--- src/include/cs_pkg.sv ---
// cs_pkg: register map, field layout, reset values and states of the
// chopper settings and coil current scaling block.
// assumes a 32-bit AXI4-Lite register bus with word-aligned registers.
// Notes on behaviour
// With chopper mode 1 the fast decay time sets each fast decay; 0 means slow decay only.
// With chopper mode 1 the offset code is a signed sine offset, code 3 being zero.
// With comparator ending enabled, fast decay stops once the negative current passes the positive.
// The comparator disable bit picks the ending: 0 lets the comparator end it, 1 is time only.
// While moving, sine values are scaled by (run scale + 1) / 32.
// The run scale caps what load-adaptive current reduction may ask for.
// At standstill, sine values are scaled by the hold scale, coded like the run scale.
// Software should keep the run scale within 16 to 31 for fine microsteps.
// Software may set hold scales below 16 freely.
// Power down from run to hold starts only after the standstill wait delay.
// A power down step delay of 0 jumps straight to the hold scale.
// Otherwise the scale drops one step per delay times 2^18 clocks until hold is reached.
// At motion start the scale climbs one step per delay times 512 clocks; 0 is instant.
// Down steps equal run minus hold; motion during power down turns into power up.
package cs_pkg;
  // bus shape
  localparam int AW   = 4;
  localparam int DW   = 32;
  localparam int SW   = 4;
  localparam int BW   = 8;
  localparam logic [1:0] RESP_OK  = 2'h0;
  localparam logic [1:0] RESP_ERR = 2'h2;
  // register byte addresses
  localparam logic [AW-1:0] A_CHOP = 4'h0;
  localparam logic [AW-1:0] A_CUR  = 4'h4;
  localparam logic [AW-1:0] A_WAIT = 4'h8;
  localparam logic [AW-1:0] A_STAT = 4'hC;
  // field widths
  localparam int FDW  = 4;
  localparam int OFSW = 4;
  localparam int SCW  = 5;
  localparam int DLYW = 4;
  localparam int WTW  = 16;
  localparam int SINW = 9;
  // field positions
  localparam int CH_FD_LSB    = 0;
  localparam int CH_OFS_LSB   = 4;
  localparam int CH_DIS_BIT   = 8;
  localparam int CH_CHM_BIT   = 9;
  localparam int CU_HOLD_LSB  = 0;
  localparam int CU_RUN_LSB   = 8;
  localparam int CU_PDD_LSB   = 16;
  localparam int CU_PUD_LSB   = 24;
  localparam int WT_LSB       = 0;
  localparam int ST_SCL_LSB   = 0;
  localparam int ST_HOLD_BIT  = 8;
  localparam int ST_BUSY_BIT  = 9;
  localparam int ST_FD_BIT    = 10;
  // reset values
  localparam logic [FDW-1:0]  RST_FD   = 4'h5;
  localparam logic [OFSW-1:0] RST_OFS  = 4'h2;
  localparam logic            RST_DIS  = 1'h0;
  localparam logic            RST_CHM  = 1'h0;
  localparam logic [SCW-1:0]  RST_RUN  = 5'h1F;
  localparam logic [SCW-1:0]  RST_HOLD = 5'h08;
  localparam logic [DLYW-1:0] RST_PDD  = 4'h1;
  localparam logic [DLYW-1:0] RST_PUD  = 4'h4;
  localparam logic [WTW-1:0]  RST_WAIT = 16'h0200;
  // offset code that means zero offset
  localparam logic signed [OFSW:0] OFS_ZERO = 5'sh03;
  // clocks per delay unit
  localparam int HOLD_UNIT_DEF = 262144;
  localparam int RUN_UNIT_DEF  = 512;
  localparam int FD_UNIT_DEF   = 32;
  typedef enum logic [2:0] {SC_RUN, SC_WAIT, SC_DOWN, SC_HOLD, SC_UP} cs_scl_t;
endpackage

--- src/cs_tmr.sv ---
// cs_tmr: reloadable down counter that flags the last cycle of an interval.
// assumes start is a one-cycle request from logic on aclk.
`timescale 1ns/1ns
module cs_tmr #(
  parameter int TW = 24
) (
  // clock and reset
  input  wire logic          aclk,
  input  wire logic          aresetn,
  // control
  input  wire logic          start,
  input  wire logic [TW-1:0] period,
  // status
  output logic               done
);
  logic [TW-1:0] cnt_q;

  // a zero period never flags; callers keep zero delays out
  always_ff @(posedge aclk) begin
    if (!aresetn) begin
      cnt_q <= '0;
    end else if (start) begin
      cnt_q <= period;
    end else if (cnt_q != '0) begin
      cnt_q <= cnt_q - TW'(1);
    end
  end

  assign done = (cnt_q == TW'(1));
endmodule

--- src/cs_chopper_scaling.sv ---
// cs_chopper_scaling: constant off-time chopper settings and coil current
// scaling with standstill power down and motion power up.
// assumes an AXI4-Lite master on aclk, motion flag, chopper start and
// sine values from logic on aclk, and an asynchronous current comparator.
//
// The register addresses and the AXI4-Lite interface to the registers are this design's own decisions.
`timescale 1ns/1ns
module cs_chopper_scaling #(
  parameter int TW        = 24,
  parameter int HOLD_UNIT = cs_pkg::HOLD_UNIT_DEF,
  parameter int RUN_UNIT  = cs_pkg::RUN_UNIT_DEF,
  parameter int FD_UNIT   = cs_pkg::FD_UNIT_DEF
) (
  // clock and reset
  input  wire logic                           aclk,
  input  wire logic                           aresetn,
  // write address
  input  wire logic                           awvalid,
  output logic                                awready,
  input  wire logic [cs_pkg::AW-1:0]          awaddr,
  // write data
  input  wire logic                           wvalid,
  output logic                                wready,
  input  wire logic [cs_pkg::DW-1:0]          wdata,
  input  wire logic [cs_pkg::SW-1:0]          wstrb,
  // write response
  output logic                                bvalid,
  input  wire logic                           bready,
  output logic [1:0]                          bresp,
  // read
  input  wire logic                           arvalid,
  output logic                                arready,
  input  wire logic [cs_pkg::AW-1:0]          araddr,
  output logic                                rvalid,
  input  wire logic                           rready,
  output logic [cs_pkg::DW-1:0]               rdata,
  output logic [1:0]                          rresp,
  // motion and chopper events
  input  wire logic                           motion_active,
  input  wire logic                           fd_start,
  input  wire logic                           cmp_neg_over,
  // current values in
  input  wire logic signed [cs_pkg::SINW-1:0] sine_in,
  input  wire logic [cs_pkg::SCW-1:0]         load_adapt_req,
  // chopper outputs
  output logic                                fast_decay_on,
  output logic signed [cs_pkg::OFSW:0]        sine_offset,
  // current outputs
  output logic [cs_pkg::SCW-1:0]              scale_out,
  output logic signed [cs_pkg::SINW-1:0]      coil_cur,
  output logic [cs_pkg::SCW-1:0]              load_adapt_lim
);
  import cs_pkg::*;

  // configuration
  logic [FDW-1:0]         fd_q;
  logic [OFSW-1:0]        ofs_q;
  logic                   dis_q;
  logic                   chm_q;
  logic [SCW-1:0]         run_q;
  logic [SCW-1:0]         hold_q;
  logic [DLYW-1:0]        pdd_q;
  logic [DLYW-1:0]        pud_q;
  logic [WTW-1:0]         wait_q;
  // bus
  logic                   aw_full_q;
  logic                   w_full_q;
  logic [AW-1:0]          aw_addr_q;
  logic [DW-1:0]          w_data_q;
  logic [SW-1:0]          w_strb_q;
  logic                   wr_do;
  logic [DW-1:0]          wr_word;
  // chopper
  logic                   cmp_s1_q;
  logic                   cmp_s2_q;
  logic                   fd_go;
  logic                   fd_done;
  logic [TW-1:0]          fd_per;
  logic [TW-1:0]          fd_len_q;
  // scaling
  cs_scl_t                st_q;
  cs_scl_t                st_d;
  logic [SCW-1:0]         scale_q;
  logic [SCW-1:0]         scale_d;
  logic                   up_req;
  logic                   step_go;
  logic                   step_done;
  logic [TW-1:0]          step_per;
  logic [WTW-1:0]         wt_cnt_q;
  logic                   wait_hit;
  logic signed [SCW+1:0]  scl_p1;
  logic signed [SINW+SCW+1:0] prod;

  function automatic logic hit(input logic [AW-1:0] a);
    return a == A_CHOP || a == A_CUR || a == A_WAIT || a == A_STAT;
  endfunction

  function automatic logic [DW-1:0] mrg(input logic [DW-1:0] o,
                                        input logic [DW-1:0] n,
                                        input logic [SW-1:0] s);
    logic [DW-1:0] r;
    r = o;
    for (int i = 0; i < SW; i++) begin
      if (s[i]) r[i*BW +: BW] = n[i*BW +: BW];
    end
    return r;
  endfunction

  // unmapped addresses read as zero; reserved bits read as zero
  function automatic logic [DW-1:0] reg_word(input logic [AW-1:0] a);
    logic [DW-1:0] r;
    r = '0;
    case (a)
      A_CHOP: begin
        r[CH_FD_LSB +: FDW]   = fd_q;
        r[CH_OFS_LSB +: OFSW] = ofs_q;
        r[CH_DIS_BIT]         = dis_q;
        r[CH_CHM_BIT]         = chm_q;
      end
      A_CUR: begin
        r[CU_HOLD_LSB +: SCW] = hold_q;
        r[CU_RUN_LSB +: SCW]  = run_q;
        r[CU_PDD_LSB +: DLYW] = pdd_q;
        r[CU_PUD_LSB +: DLYW] = pud_q;
      end
      A_WAIT: r[WT_LSB +: WTW] = wait_q;
      A_STAT: begin
        r[ST_SCL_LSB +: SCW] = scale_q;
        r[ST_HOLD_BIT]       = (st_q == SC_HOLD);
        r[ST_BUSY_BIT]       = (st_q == SC_DOWN) || (st_q == SC_UP);
        r[ST_FD_BIT]         = fast_decay_on;
      end
      default: r = '0;
    endcase
    return r;
  endfunction

  // write channel: address and data taken in either order
  assign awready = !aw_full_q;
  assign wready  = !w_full_q;
  assign wr_do   = aw_full_q && w_full_q && !bvalid;
  assign wr_word = mrg(reg_word(aw_addr_q), w_data_q, w_strb_q);

  always_ff @(posedge aclk) begin
    if (!aresetn) begin
      aw_full_q <= 1'b0;
    end else if (awvalid && awready) begin
      aw_full_q <= 1'b1;
    end else if (wr_do) begin
      aw_full_q <= 1'b0;
    end
  end

  always_ff @(posedge aclk) begin
    if (!aresetn) begin
      w_full_q <= 1'b0;
    end else if (wvalid && wready) begin
      w_full_q <= 1'b1;
    end else if (wr_do) begin
      w_full_q <= 1'b0;
    end
  end

  always_ff @(posedge aclk) begin
    if (awvalid && awready) aw_addr_q <= awaddr;
    if (wvalid && wready) begin
      w_data_q <= wdata;
      w_strb_q <= wstrb;
    end
  end

  always_ff @(posedge aclk) begin
    if (!aresetn) begin
      bvalid <= 1'b0;
      bresp  <= RESP_OK;
    end else if (wr_do) begin
      bvalid <= 1'b1;
      bresp  <= hit(aw_addr_q) ? RESP_OK : RESP_ERR;
    end else if (bready) begin
      bvalid <= 1'b0;
    end
  end

  // read channel: one read in flight, data from a register
  assign arready = !rvalid;

  always_ff @(posedge aclk) begin
    if (!aresetn) begin
      rvalid <= 1'b0;
      rdata  <= '0;
      rresp  <= RESP_OK;
    end else if (arvalid && arready) begin
      rvalid <= 1'b1;
      rdata  <= reg_word(araddr);
      rresp  <= hit(araddr) ? RESP_OK : RESP_ERR;
    end else if (rready) begin
      rvalid <= 1'b0;
    end
  end

  // configuration registers; the status word ignores writes
  always_ff @(posedge aclk) begin
    if (!aresetn) begin
      fd_q   <= RST_FD;
      ofs_q  <= RST_OFS;
      dis_q  <= RST_DIS;
      chm_q  <= RST_CHM;
      run_q  <= RST_RUN;
      hold_q <= RST_HOLD;
      pdd_q  <= RST_PDD;
      pud_q  <= RST_PUD;
      wait_q <= RST_WAIT;
    end else if (wr_do && aw_addr_q == A_CHOP) begin
      fd_q  <= wr_word[CH_FD_LSB +: FDW];
      ofs_q <= wr_word[CH_OFS_LSB +: OFSW];
      dis_q <= wr_word[CH_DIS_BIT];
      chm_q <= wr_word[CH_CHM_BIT];
    end else if (wr_do && aw_addr_q == A_CUR) begin
      hold_q <= wr_word[CU_HOLD_LSB +: SCW];
      run_q  <= wr_word[CU_RUN_LSB +: SCW];
      pdd_q  <= wr_word[CU_PDD_LSB +: DLYW];
      pud_q  <= wr_word[CU_PUD_LSB +: DLYW];
    end else if (wr_do && aw_addr_q == A_WAIT) begin
      wait_q <= wr_word[WT_LSB +: WTW];
    end
  end

  // comparator is analog and asynchronous to aclk
  always_ff @(posedge aclk) begin
    cmp_s1_q <= cmp_neg_over;
    cmp_s2_q <= cmp_s1_q;
  end

  // fast decay phase; a zero setting never starts one
  assign fd_per = TW'(fd_q) * TW'(FD_UNIT);
  assign fd_go  = fd_start && chm_q && fd_q != '0 && !fast_decay_on;

  cs_tmr #(.TW(TW)) u_fd_tmr (
    .aclk    (aclk),
    .aresetn (aresetn),
    .start   (fd_go),
    .period  (fd_per),
    .done    (fd_done)
  );

  always_ff @(posedge aclk) begin
    if (!aresetn || !chm_q) begin
      fast_decay_on <= 1'b0;
    end else if (fd_go) begin
      fast_decay_on <= 1'b1;
    end else if (fd_done || (cmp_s2_q && !dis_q)) begin
      fast_decay_on <= 1'b0;
    end
  end

  // offset code minus three, zero outside chopper mode 1
  always_ff @(posedge aclk) begin
    if (!aresetn || !chm_q) begin
      sine_offset <= '0;
    end else begin
      sine_offset <= $signed({1'b0, ofs_q}) - OFS_ZERO;
    end
  end

  // standstill wait counter, restarted on every entry to the wait state
  always_ff @(posedge aclk) begin
    if (!aresetn || st_q != SC_WAIT) begin
      wt_cnt_q <= '0;
    end else if (!wait_hit) begin
      wt_cnt_q <= wt_cnt_q + WTW'(1);
    end
  end

  assign wait_hit = wt_cnt_q >= wait_q;

  // one step timer serves both directions; motion picks the step length
  assign step_per = motion_active ? TW'(pud_q) * TW'(RUN_UNIT)
                                  : TW'(pdd_q) * TW'(HOLD_UNIT);

  cs_tmr #(.TW(TW)) u_step_tmr (
    .aclk    (aclk),
    .aresetn (aresetn),
    .start   (step_go),
    .period  (step_per),
    .done    (step_done)
  );

  always_comb begin
    st_d    = st_q;
    scale_d = scale_q;
    step_go = 1'b0;
    up_req  = 1'b0;
    unique case (st_q)
      SC_RUN: begin
        scale_d = run_q;
        if (!motion_active) st_d = SC_WAIT;
      end
      SC_WAIT: begin
        if (motion_active) begin
          up_req = 1'b1;
        end else if (wait_hit && pdd_q == '0) begin
          st_d    = SC_HOLD;
          scale_d = hold_q;
        end else if (wait_hit) begin
          st_d    = SC_DOWN;
          step_go = 1'b1;
        end
      end
      SC_DOWN: begin
        if (motion_active) begin
          up_req = 1'b1;
        end else if (scale_q <= hold_q) begin
          st_d    = SC_HOLD;
          scale_d = hold_q;
        end else if (step_done) begin
          scale_d = scale_q - SCW'(1);
          if (scale_d <= hold_q) st_d = SC_HOLD;
          else step_go = 1'b1;
        end
      end
      SC_HOLD: begin
        scale_d = hold_q;
        if (motion_active) up_req = 1'b1;
      end
      SC_UP: begin
        if (!motion_active) begin
          st_d = SC_WAIT;
        end else if (scale_q >= run_q) begin
          st_d    = SC_RUN;
          scale_d = run_q;
        end else if (step_done) begin
          scale_d = scale_q + SCW'(1);
          if (scale_d >= run_q) st_d = SC_RUN;
          else step_go = 1'b1;
        end
      end
    endcase
    if (up_req) begin
      if (pud_q == '0 || scale_q >= run_q) begin
        st_d    = SC_RUN;
        scale_d = run_q;
      end else begin
        st_d    = SC_UP;
        step_go = 1'b1;
      end
    end
  end

  always_ff @(posedge aclk) begin
    if (!aresetn) begin
      st_q    <= SC_HOLD;
      scale_q <= RST_HOLD;
    end else begin
      st_q    <= st_d;
      scale_q <= scale_d;
    end
  end

  // sine value times (scale + 1) / 32
  assign scl_p1    = $signed({2'b00, scale_q}) + 7'sh01;
  assign prod      = sine_in * scl_p1;
  assign scale_out = scale_q;

  always_ff @(posedge aclk) begin
    if (!aresetn) begin
      coil_cur       <= '0;
      load_adapt_lim <= '0;
    end else begin
      coil_cur       <= prod[SCW +: SINW];
      load_adapt_lim <= (load_adapt_req > run_q) ? run_q : load_adapt_req;
    end
  end

  always_ff @(posedge aclk) begin
    if (!aresetn || !fast_decay_on) fd_len_q <= '0;
    else fd_len_q <= fd_len_q + TW'(1);
  end
endmodule

--- config.mk ---
export PLATFORM = sky130hd
export DESIGN_NAME = cs_chopper_scaling
export DESIGN_NICKNAME = d
export VERILOG_FILES = /design/src/include/cs_pkg.sv /design/src/cs_tmr.sv /design/src/cs_chopper_scaling.sv
export SDC_FILE = /design/constraint.sdc
export NUM_CORES = 1
export LEC_CHECK = 0
export BUFFER_PORTS_ARGS = -buffer_cell sky130_fd_sc_hd__buf_2
export CAP_MARGIN = 10
export CORE_UTILIZATION = 54
export DETAILED_ROUTE_END_ITERATION = 10
export HOLD_SLACK_MARGIN = 0.12
export PLACE_DENSITY_LB_ADDON = 0.15
export SETUP_SLACK_MARGIN = 0.4
export SKIP_CTS_REPAIR_TIMING = 1
export SYNTH_ARGS = -nofsm -noshare
export SYNTH_HDL_FRONTEND = slang
export SYNTH_SLANG_ARGS = --single-unit
--- constraint.sdc ---
create_clock -name aclk -period 5.2 [get_ports aclk]
set_input_delay 0.52 -clock aclk [delete_from_list [all_inputs] [get_ports aclk]]
set_output_delay 0.52 -clock aclk [all_outputs]
set_load 0.1 [all_outputs]
==> metrics.txt, run 1 <==
# TYPE chip_impl_metric gauge
chip_impl_info{name="run_status",value="finished clean"} 1
chip_impl_metric{name="final.setup_skew",unit="ns"} 0.0119
chip_impl_metric{name="drt_iter0_drc",unit=""} 740
chip_impl_metric{name="ys_types",unit=""} 77
chip_impl_metric{name="remaining_drc_errors",unit=""} 0
chip_impl_metric{name="wire_per_inst",unit="um"} 17.1
chip_impl_metric{name="h-tree-depth",unit=""} 4
chip_impl_metric{name="power_density",unit="nW/um2"} 502
chip_impl_info{name="cts_root_buf",value="sky130_fd_sc_hd__clkbuf_16"} 1
chip_impl_metric{name="layout.nets",unit=""} 1639
chip_impl_metric{name="power.ir.vdd_worst",unit="V"} 0.000333
chip_impl_metric{name="syn-instance-count",unit=""} 1363
chip_impl_metric{name="critical_path.max_fanout",unit=""} 9
chip_impl_metric{name="core_area",unit="um2"} 21300
chip_impl_metric{name="final_layout_size_suffix_gt1_frac",unit=""} 0.150
chip_impl_metric{name="grt_antenna_before_repair",unit=""} 1
chip_impl_metric{name="drv_cap",unit=""} 0
chip_impl_metric{name="io_buffers",unit=""} 115
chip_impl_info{name="crit_path_cell_trace",value="ha_4, xor2_1, buf_4, and2_1, fa_1, fa_1, fa_1, inv_1, fa_1, inv_1, ha_1, inv_1, a21oi_1, o41a_1, o211ai_1, buf_4, a21oi_2, o21ai_0, nor3b_1"} 1
chip_impl_metric{name="report.final.hold_viol_count",unit=""} 0
chip_impl_metric{name="synth_async_sr_flop_share",unit=""} 0
chip_impl_metric{name="drv_slew",unit=""} 0
chip_impl_metric{name="routed_wl",unit="um"} 29900
chip_impl_info{name="synth_top_cells_by_area",value="sky130_fd_sc_hd__dfxtp_1, sky130_fd_sc_hd__edfxtp_1, sky130_fd_sc_hd__ha_1, sky130_fd_sc_hd__fa_1, sky130_fd_sc_hd__nand2_1"} 1
chip_impl_metric{name="mean_instance_size_in_the_synthesized_netlist",unit="um2"} 8.70
chip_impl_metric{name="fin_crit",unit="ns"} 4.62
chip_impl_metric{name="setup_viol_count_final",unit=""} 0
chip_impl_metric{name="fin_setup_tns",unit="ns"} 0
chip_impl_metric{name="cts-root-to-sink-buffers",unit=""} 2
chip_impl_info{name="rsz_0062_raised_after_global_routing",value="no"} 1
chip_impl_metric{name="n_fill_cell",unit=""} 1820
chip_impl_metric{name="floorplan.die_area",unit="um2"} 22600
chip_impl_metric{name="detail_route.first_pass.iterations",unit=""} 5
chip_impl_metric{name="worstSkewPairLatency",unit="ns"} 0.44
chip_impl_metric{name="leakage_power",unit="nW"} 5.67
chip_impl_metric{name="reg_clk_slew_reported_paths",unit="ns"} 0.08
chip_impl_info{name="yosys_most_used_dff",value="sky130_fd_sc_hd__dfxtp_1"} 1
chip_impl_metric{name="number_of_buffers_added_by_the_clock_tree_synthesis_step",unit=""} 17
chip_impl_metric{name="r2r_setup_slack",unit="ns"} 0.58
chip_impl_metric{name="clock-sinks",unit=""} 200
chip_impl_metric{name="grt_start_max_net_pins",unit=""} 51
chip_impl_info{name="worst_setup_path_start_kind",value="flop"} 1
chip_impl_metric{name="max_freq",unit="GHz"} 0.216
chip_impl_metric{name="antenna_violating_nets_post_route",unit=""} 0
chip_impl_metric{name="holdWs",unit="ns"} 0.173
chip_impl_metric{name="routed-via-count",unit=""} 10164
chip_impl_metric{name="drt-vias-per-instance",unit=""} 5.80
chip_impl_metric{name="layout.area.seq",unit="um2"} 4340
chip_impl_metric{name="area_used_by_multi_input_combinational_logic",unit="um2"} 7030
chip_impl_metric{name="cp.buffers_inverters",unit=""} 5
chip_impl_metric{name="proportion_of_synthesized_chip_area_in_sequential_cells",unit=""} 0.364
chip_impl_metric{name="synth_top_area_share",unit=""} 0.283
chip_impl_info{name="cts_tree",value="built"} 1
chip_impl_metric{name="fp.dieW",unit="um"} 150
chip_impl_metric{name="flop_and_latch_count_out_of_synthesis",unit=""} 200
chip_impl_info{name="critical_path.top_delay_family",value="adder cells"} 1
chip_impl_metric{name="overflow",unit=""} 0
chip_impl_metric{name="yosys_warnings",unit=""} 0
chip_impl_metric{name="critical_path_data_arrival_time",unit="ns"} 4.93
chip_impl_metric{name="global_route_wire_length_before_repair",unit="um"} 48200
chip_impl_metric{name="req_time_crit_path",unit="ns"} 5.50
chip_impl_metric{name="final.period_utilization",unit=""} 0.889
chip_impl_metric{name="diodes",unit=""} 0
chip_impl_metric{name="grt_usage",unit=""} 0.272
chip_impl_info{name="worst_setup_path_end_kind",value="flop"} 1
chip_impl_metric{name="die_h",unit="um"} 150
chip_impl_metric{name="slowest_delay",unit="ns"} 0.56
chip_impl_metric{name="synthToLayoutAreaGrowth",unit="%"} 13.6
chip_impl_metric{name="post_synth_edffs",unit=""} 32
chip_impl_metric{name="initial_core_util",unit=""} 0.557
chip_impl_metric{name="io-pin-count",unit=""} 134
chip_impl_metric{name="dp_hpwl",unit="um"} 22000
chip_impl_info{name="crit_top_cell",value="sky130_fd_sc_hd__fa_1"} 1
chip_impl_metric{name="max-slew-margin-rel",unit=""} 0.204
chip_impl_metric{name="post_synth_instance_area",unit="um2"} 11900
chip_impl_metric{name="grt_pass1_vias",unit=""} 9469
chip_impl_metric{name="worst_pin_slew",unit="ns"} 1.18
chip_impl_metric{name="core.rowCount",unit=""} 53
chip_impl_info{name="timing.hold.worst.class",value="in2reg"} 1
chip_impl_metric{name="gp_congestion",unit=""} 0.930
chip_impl_info{name="crit_slowest_cell",value="sky130_fd_sc_hd__fa_1"} 1
chip_impl_info{name="yosys-top-cells-count",value="sky130_fd_sc_hd__dfxtp_1, sky130_fd_sc_hd__nand2_1, sky130_fd_sc_hd__nor2_1, sky130_fd_sc_hd__a21oi_1, sky130_fd_sc_hd__inv_1"} 1
chip_impl_info{name="synth_top_area_cell",value="sky130_fd_sc_hd__dfxtp_1"} 1
chip_impl_info{name="worst-setup-path-type",value="reg2reg"} 1
chip_impl_info{name="most_repeated_cell_in_the_gate_level_netlist_after_synthesis",value="sky130_fd_sc_hd__dfxtp_1"} 1
## registers in the layout (all words and copies together) (netlist names), 3 cells and up
signal,count
rdata,24
u_fd_tmr.cnt_q,24
u_step_tmr.cnt_q,24
w_data_q,24
wait_q,16
wt_cnt_q,16
coil_cur,9
hold_q,5
load_adapt_lim,5
run_q,5
scale_out,5
sine_offset,5
aw_addr_q,4
fd_q,4
ofs_q,4
pdd_q,4
pud_q,4
w_strb_q,4
st_q,3
## power by group
part           switching (W)  leakage (nW)  internal [W]  total, W
sequential          0.000223          1.68       0.00182   0.00204
combinational        0.00203          3.68       0.00128   0.00331
clock               0.000677         0.312      0.000738   0.00141
## final cells by class
class | instances | share of cell area
Sequential cell | 200 | 0.322
Timing Repair Buffer | 141 | 0.0575
Clock inverter | 12 | 0.0131
Inverter | 93 | 0.0262
Multi-Input combinational cell | 1011 | 0.521
Tap cell | 275 | 0.0255
Clock buffer | 20 | 0.0346
## metrics by stage
stage	util	cell area, um2	power [W]	setup WS (ns)	cells
2_1_floorplan	-	12000	0.00472	0.407	1372
3_3_place_gp	0.596	12700	0.00524	0.394	1707
3_5_place_dp	0.596	12700	0.00530	0.342	1707
4_1_cts	0.626	13300	0.00673	0.315	1739
5_1_grt	0.633	13500	0.00728	0.349	1752
6_report	0.633	13500	0.00677	0.577	1752
## path summary, 6_finish.rpt
| check | from | endpoint | cells after the start |
|---|---|---|---|
| max | scale_out[1]$_SDFF_PN0_ | coil_cur[8]$_SDFF_PN0_ | 19 |
| min reg2reg | cmp_s1_q$_DFF_P_ | cmp_s2_q$_DFF_P_ | 0 |
| min | cmp_neg_over | cmp_s1_q$_DFF_P_ | 1 |
| max reg2reg | scale_out[1]$_SDFF_PN0_ | coil_cur[8]$_SDFF_PN0_ | 19 |
## layout by cell type (no fill, tap or decap), types with 5 or more instances in the layout
master,count
sky130_fd_sc_hd__mux2i_1,34
sky130_fd_sc_hd__o21a_1,6
sky130_fd_sc_hd__a221oi_1,5
sky130_fd_sc_hd__nand4_1,19
sky130_fd_sc_hd__conb_1,10
sky130_fd_sc_hd__buf_4,25
sky130_fd_sc_hd__nand2b_1,9
sky130_fd_sc_hd__clkinv_8,5
sky130_fd_sc_hd__o211ai_1,15
sky130_fd_sc_hd__xor2_1,20
sky130_fd_sc_hd__clkbuf_16,17
sky130_fd_sc_hd__a211oi_1,19
sky130_fd_sc_hd__and4_1,5
sky130_fd_sc_hd__dfxtp_1,163
sky130_fd_sc_hd__or3_1,25
sky130_fd_sc_hd__nand3_1,58
sky130_fd_sc_hd__ha_1,69
sky130_fd_sc_hd__mux2_2,10
sky130_fd_sc_hd__buf_2,115
sky130_fd_sc_hd__a22oi_1,15
sky130_fd_sc_hd__xnor2_1,37
sky130_fd_sc_hd__o31ai_1,5
sky130_fd_sc_hd__nor2b_1,18
sky130_fd_sc_hd__nor3b_1,6
sky130_fd_sc_hd__nor3_1,40
sky130_fd_sc_hd__o21ai_0,60
sky130_fd_sc_hd__nor4_1,14
sky130_fd_sc_hd__nand2_1,142
sky130_fd_sc_hd__and3_1,15
sky130_fd_sc_hd__a21o_1,5
sky130_fd_sc_hd__or4_1,10
sky130_fd_sc_hd__inv_1,90
sky130_fd_sc_hd__fa_1,33
sky130_fd_sc_hd__a31oi_1,5
sky130_fd_sc_hd__edfxtp_1,32
sky130_fd_sc_hd__and2_1,20
sky130_fd_sc_hd__nor2_1,117
sky130_fd_sc_hd__a21oi_1,96
## cell families after synthesis
family | share of synthesized area
AOI/OAI and AO/OA | 0.139
adders and majority gates | 0.134
xor gates and xnor gates | 0.0436
DFF | 0.364
buffers and inverters | 0.0574
and+or+nand+nor | 0.216
muxes | 0.0458
other | 0.000316
## per-layer routing
| layer | up-vias | track usage | share of wire |
|---|---|---|---|
| li1 | 4984 | - | - |
| met1 | 4826 | 0.358 | 0.45 |
| met2 | 303 | 0.456 | 0.47 |
| met3 | 49 | 0.0364 | 0.050 |
| met4 | 2 | 0.101 | 0.028 |
| met5 | - | 0 | 0.00043 |
(Power assumes the default switching activity.)
==> run 2: changes to the inputs <==
BUFFER_PORTS_ARGS = default   (was -buffer_cell sky130_fd_sc_hd__buf_2)
DONT_BUFFER_PORTS = 1   (was default)
==> metrics.txt, run 2 (same netlist as run 1, synthesis figures left out) <==
# TYPE chip_impl_metric gauge
chip_impl_info{name="run_status",value="finished clean"} 1
chip_impl_metric{name="final_layout_size_suffix_gt1_frac",unit=""} 0.0957
chip_impl_metric{name="core_area",unit="um2"} 21300
chip_impl_metric{name="max_freq",unit="GHz"} 0.211
chip_impl_metric{name="dp_hpwl",unit="um"} 22100
chip_impl_metric{name="drv_slew",unit=""} 0
chip_impl_info{name="crit_slowest_cell",value="sky130_fd_sc_hd__fa_1"} 1
chip_impl_metric{name="fin_crit",unit="ns"} 4.74
chip_impl_metric{name="remaining_drc_errors",unit=""} 0
chip_impl_metric{name="slowest_delay",unit="ns"} 0.50
chip_impl_info{name="rr_startpoint",value="scale_out[2]$_SDFF_PN0_"} 1
chip_impl_metric{name="fin_ws",unit="ns"} 0.459
chip_impl_info{name="worst-setup-path-type",value="reg2reg"} 1
chip_impl_metric{name="detail_route.first_pass.iterations",unit=""} 5
chip_impl_metric{name="reg2reg_depth",unit=""} 19
chip_impl_metric{name="diodes",unit=""} 0
chip_impl_metric{name="gp_congestion",unit=""} 0.941
chip_impl_info{name="regToRegEndpoint",value="coil_cur[8]$_SDFF_PN0_"} 1
chip_impl_metric{name="worst_pin_slew",unit="ns"} 1.21
chip_impl_metric{name="number_of_buffers_added_by_the_clock_tree_synthesis_step",unit=""} 17
chip_impl_info{name="worstHoldEndpoint",value="pud_q[2]$_SDFFE_PN1P_"} 1
chip_impl_metric{name="min_path_cells",unit=""} 1
chip_impl_metric{name="worstSkewPairLatency",unit="ns"} 0.45
chip_impl_metric{name="clock-sinks",unit=""} 200
chip_impl_metric{name="critical_path_data_arrival_time",unit="ns"} 5.05
chip_impl_metric{name="detailedPlace.worstSlack",unit="ns"} 0.327
chip_impl_metric{name="floorplan.die_area",unit="um2"} 22600
chip_impl_info{name="rsz_0062_raised_after_global_routing",value="yes"} 1
chip_impl_metric{name="core.rowCount",unit=""} 53
chip_impl_info{name="crit_path_cell_trace",value="inv_1, nor3_1, buf_4, and3_1, ha_1, ha_1, inv_1, fa_1, fa_1, inv_2, ha_4, nand4_1, o211ai_1, o41a_1, o211ai_1, buf_4, a21oi_4, nor3_2, nor3b_2"} 1
chip_impl_info{name="worst_setup_path_start_kind",value="flop"} 1
chip_impl_metric{name="critical_path.max_fanout",unit=""} 14
chip_impl_info{name="min_from",value="aresetn"} 1
chip_impl_metric{name="setup_viol_count_final",unit=""} 0
chip_impl_metric{name="io-pin-count",unit=""} 134
chip_impl_metric{name="n_fill_cell",unit=""} 1858
chip_impl_info{name="cts_root_buf",value="sky130_fd_sc_hd__clkbuf_16"} 1
chip_impl_metric{name="drt-vias-per-instance",unit=""} 5.90
chip_impl_metric{name="die_h",unit="um"} 150
chip_impl_metric{name="req_time_crit_path",unit="ns"} 5.51
chip_impl_metric{name="drt_iter0_drc",unit=""} 684
chip_impl_metric{name="switching_part_of_the_total_power",unit=""} 0.435
chip_impl_metric{name="layout.nets",unit=""} 1541
chip_impl_metric{name="cts-root-to-sink-buffers",unit=""} 2
chip_impl_metric{name="max-slew-margin-rel",unit=""} 0.191
chip_impl_metric{name="power.ir.vdd_worst",unit="V"} 0.000285
chip_impl_metric{name="report.final.hold_viol_count",unit=""} 0
chip_impl_metric{name="r2r_setup_slack",unit="ns"} 0.46
chip_impl_metric{name="fin_setup_tns",unit="ns"} 0
chip_impl_metric{name="synthToLayoutAreaGrowth",unit="%"} 10.0
chip_impl_metric{name="grt_start_max_net_pins",unit=""} 54
chip_impl_metric{name="antenna_violating_nets_post_route",unit=""} 0
chip_impl_metric{name="seqPwrFrac",unit=""} 0.337
chip_impl_info{name="cts_tree",value="built"} 1
chip_impl_info{name="worst_setup_path_end_kind",value="flop"} 1
chip_impl_metric{name="initial_core_util",unit=""} 0.557
chip_impl_metric{name="fp.dieW",unit="um"} 150
chip_impl_info{name="timing.hold.worst.class",value="in2reg"} 1
chip_impl_metric{name="routed_wl",unit="um"} 30300
chip_impl_metric{name="power_density",unit="nW/um2"} 525
chip_impl_metric{name="pwr-share-comb",unit=""} 0.458
chip_impl_metric{name="h-tree-depth",unit=""} 4
chip_impl_info{name="most_used_cells_in_the_layout_excluding_fill_and_tap_cells",value="sky130_fd_sc_hd__dfxtp_1, sky130_fd_sc_hd__nand2_1, sky130_fd_sc_hd__nor2_1, sky130_fd_sc_hd__a21oi_1, sky130_fd_sc_hd__inv_1"} 1
chip_impl_metric{name="post-place-cells",unit=""} 1596
chip_impl_metric{name="final-instance-count-excl-fill",unit=""} 1654
chip_impl_metric{name="power.clock.fraction",unit=""} 0.205
chip_impl_metric{name="grt_antenna_before_repair",unit=""} 0
chip_impl_metric{name="io_buffers",unit=""} 0
chip_impl_metric{name="switchingPower",unit="W"} 0.00298
chip_impl_metric{name="p_int",unit="W"} 0.00387
chip_impl_info{name="mostFrequentLayoutCell",value="sky130_fd_sc_hd__dfxtp_1"} 1
chip_impl_metric{name="drv_cap",unit=""} 0
chip_impl_metric{name="final.period_utilization",unit=""} 0.912
chip_impl_metric{name="global_route_wire_length_before_repair",unit="um"} 47400
chip_impl_metric{name="overflow",unit=""} 0
chip_impl_metric{name="grt_pass1_vias",unit=""} 9018
chip_impl_metric{name="routed-via-count",unit=""} 9755
chip_impl_metric{name="grt_usage",unit=""} 0.271
chip_impl_metric{name="final.setup_skew",unit="ns"} 0.0137
chip_impl_metric{name="leakage_power",unit="nW"} 5.22
chip_impl_metric{name="wire_per_inst",unit="um"} 18.3
chip_impl_metric{name="reg_clk_slew_reported_paths",unit="ns"} 0.08
run 2: cell count changes in the layout (fill, tap and decap cells not counted), sizes merged:
cell / previous run / this run
clkbuf: 20 / 19
inv: 96 / 95
dlymetal6s2s: 1 / 0
clkinvlp: 1 / 3
buf: 140 / 41
dlygate4sd3: 0 / 1
bufinv: 1 / 2
run 2: worst max path at each step:
stage                            startpoint                endpoint  slack, ns  cells after the start
finish              scale_out[2]$_SDFF_PN0_  coil_cur[8]$_SDFF_PN0_       0.46                     19
detailed placement  scale_out[0]$_SDFF_PN0_  coil_cur[8]$_SDFF_PN0_       0.33                     18
CTS                 scale_out[0]$_SDFF_PN0_  coil_cur[8]$_SDFF_PN0_       0.32                     18
floorplan           scale_out[0]$_SDFF_PN0_  coil_cur[7]$_SDFF_PN0_       0.41                     19
global route        scale_out[2]$_SDFF_PN0_  coil_cur[8]$_SDFF_PN0_       0.26                     19
global placement    scale_out[0]$_SDFF_PN0_  coil_cur[7]$_SDFF_PN0_       0.42                     18
run 2: routing by layer:
metal | GRT usage | wire (um)
met2 | 0.443 | 14300
met4 | 0.0970 | 703
met3 | 0.0524 | 1880
met1 | 0.355 | 13400
met5 | 0 | 0
run 2: power groups by stage:
stage / clock network (W) / logic (W) / registers [W]
3_5_place_dp: 0 / 0.00292 / 0.00234
6_report: 0.00141 / 0.00314 / 0.00231
3_3_place_gp: 0 / 0.00285 / 0.00233
5_1_grt: 0.00148 / 0.00352 / 0.00234
2_1_floorplan: 0 / 0.00240 / 0.00231
4_1_cts: 0.00143 / 0.00294 / 0.00231
run 2: area by class of cell:
class	instances	area, um2	share of cell area
well taps	275	344	0.0264
multi-input cells	1011	7060	0.541
repair buffers	43	342	0.0262
clock inverters	14	188	0.0144
clock buffers	18	429	0.0329
flip-flops and latches	200	4340	0.333
inverters	93	353	0.0270
run 2: critical path, delay by kind of cell (launching register included):
kind                       cells  cell delay (ns)
AOI/OAI and AO/OA              4             0.90
adders and majority gates      5             1.74
buffers and inverters          5             0.66
DFF                            1             0.47
and+or+nand+nor                5             0.83
run 2: metrics by stage:
step           hold slack [ns]  area [um2]  utilization  total power, W
6_report                 0.155       13100        0.613         0.00686
5_1_grt                  0.140       13100        0.613         0.00734
4_1_cts                 0.0814       12800        0.599         0.00668
3_5_place_dp             0.314       12100        0.570         0.00526
3_3_place_gp             0.313       12100        0.570         0.00518
2_1_floorplan            0.310       12000            -         0.00472
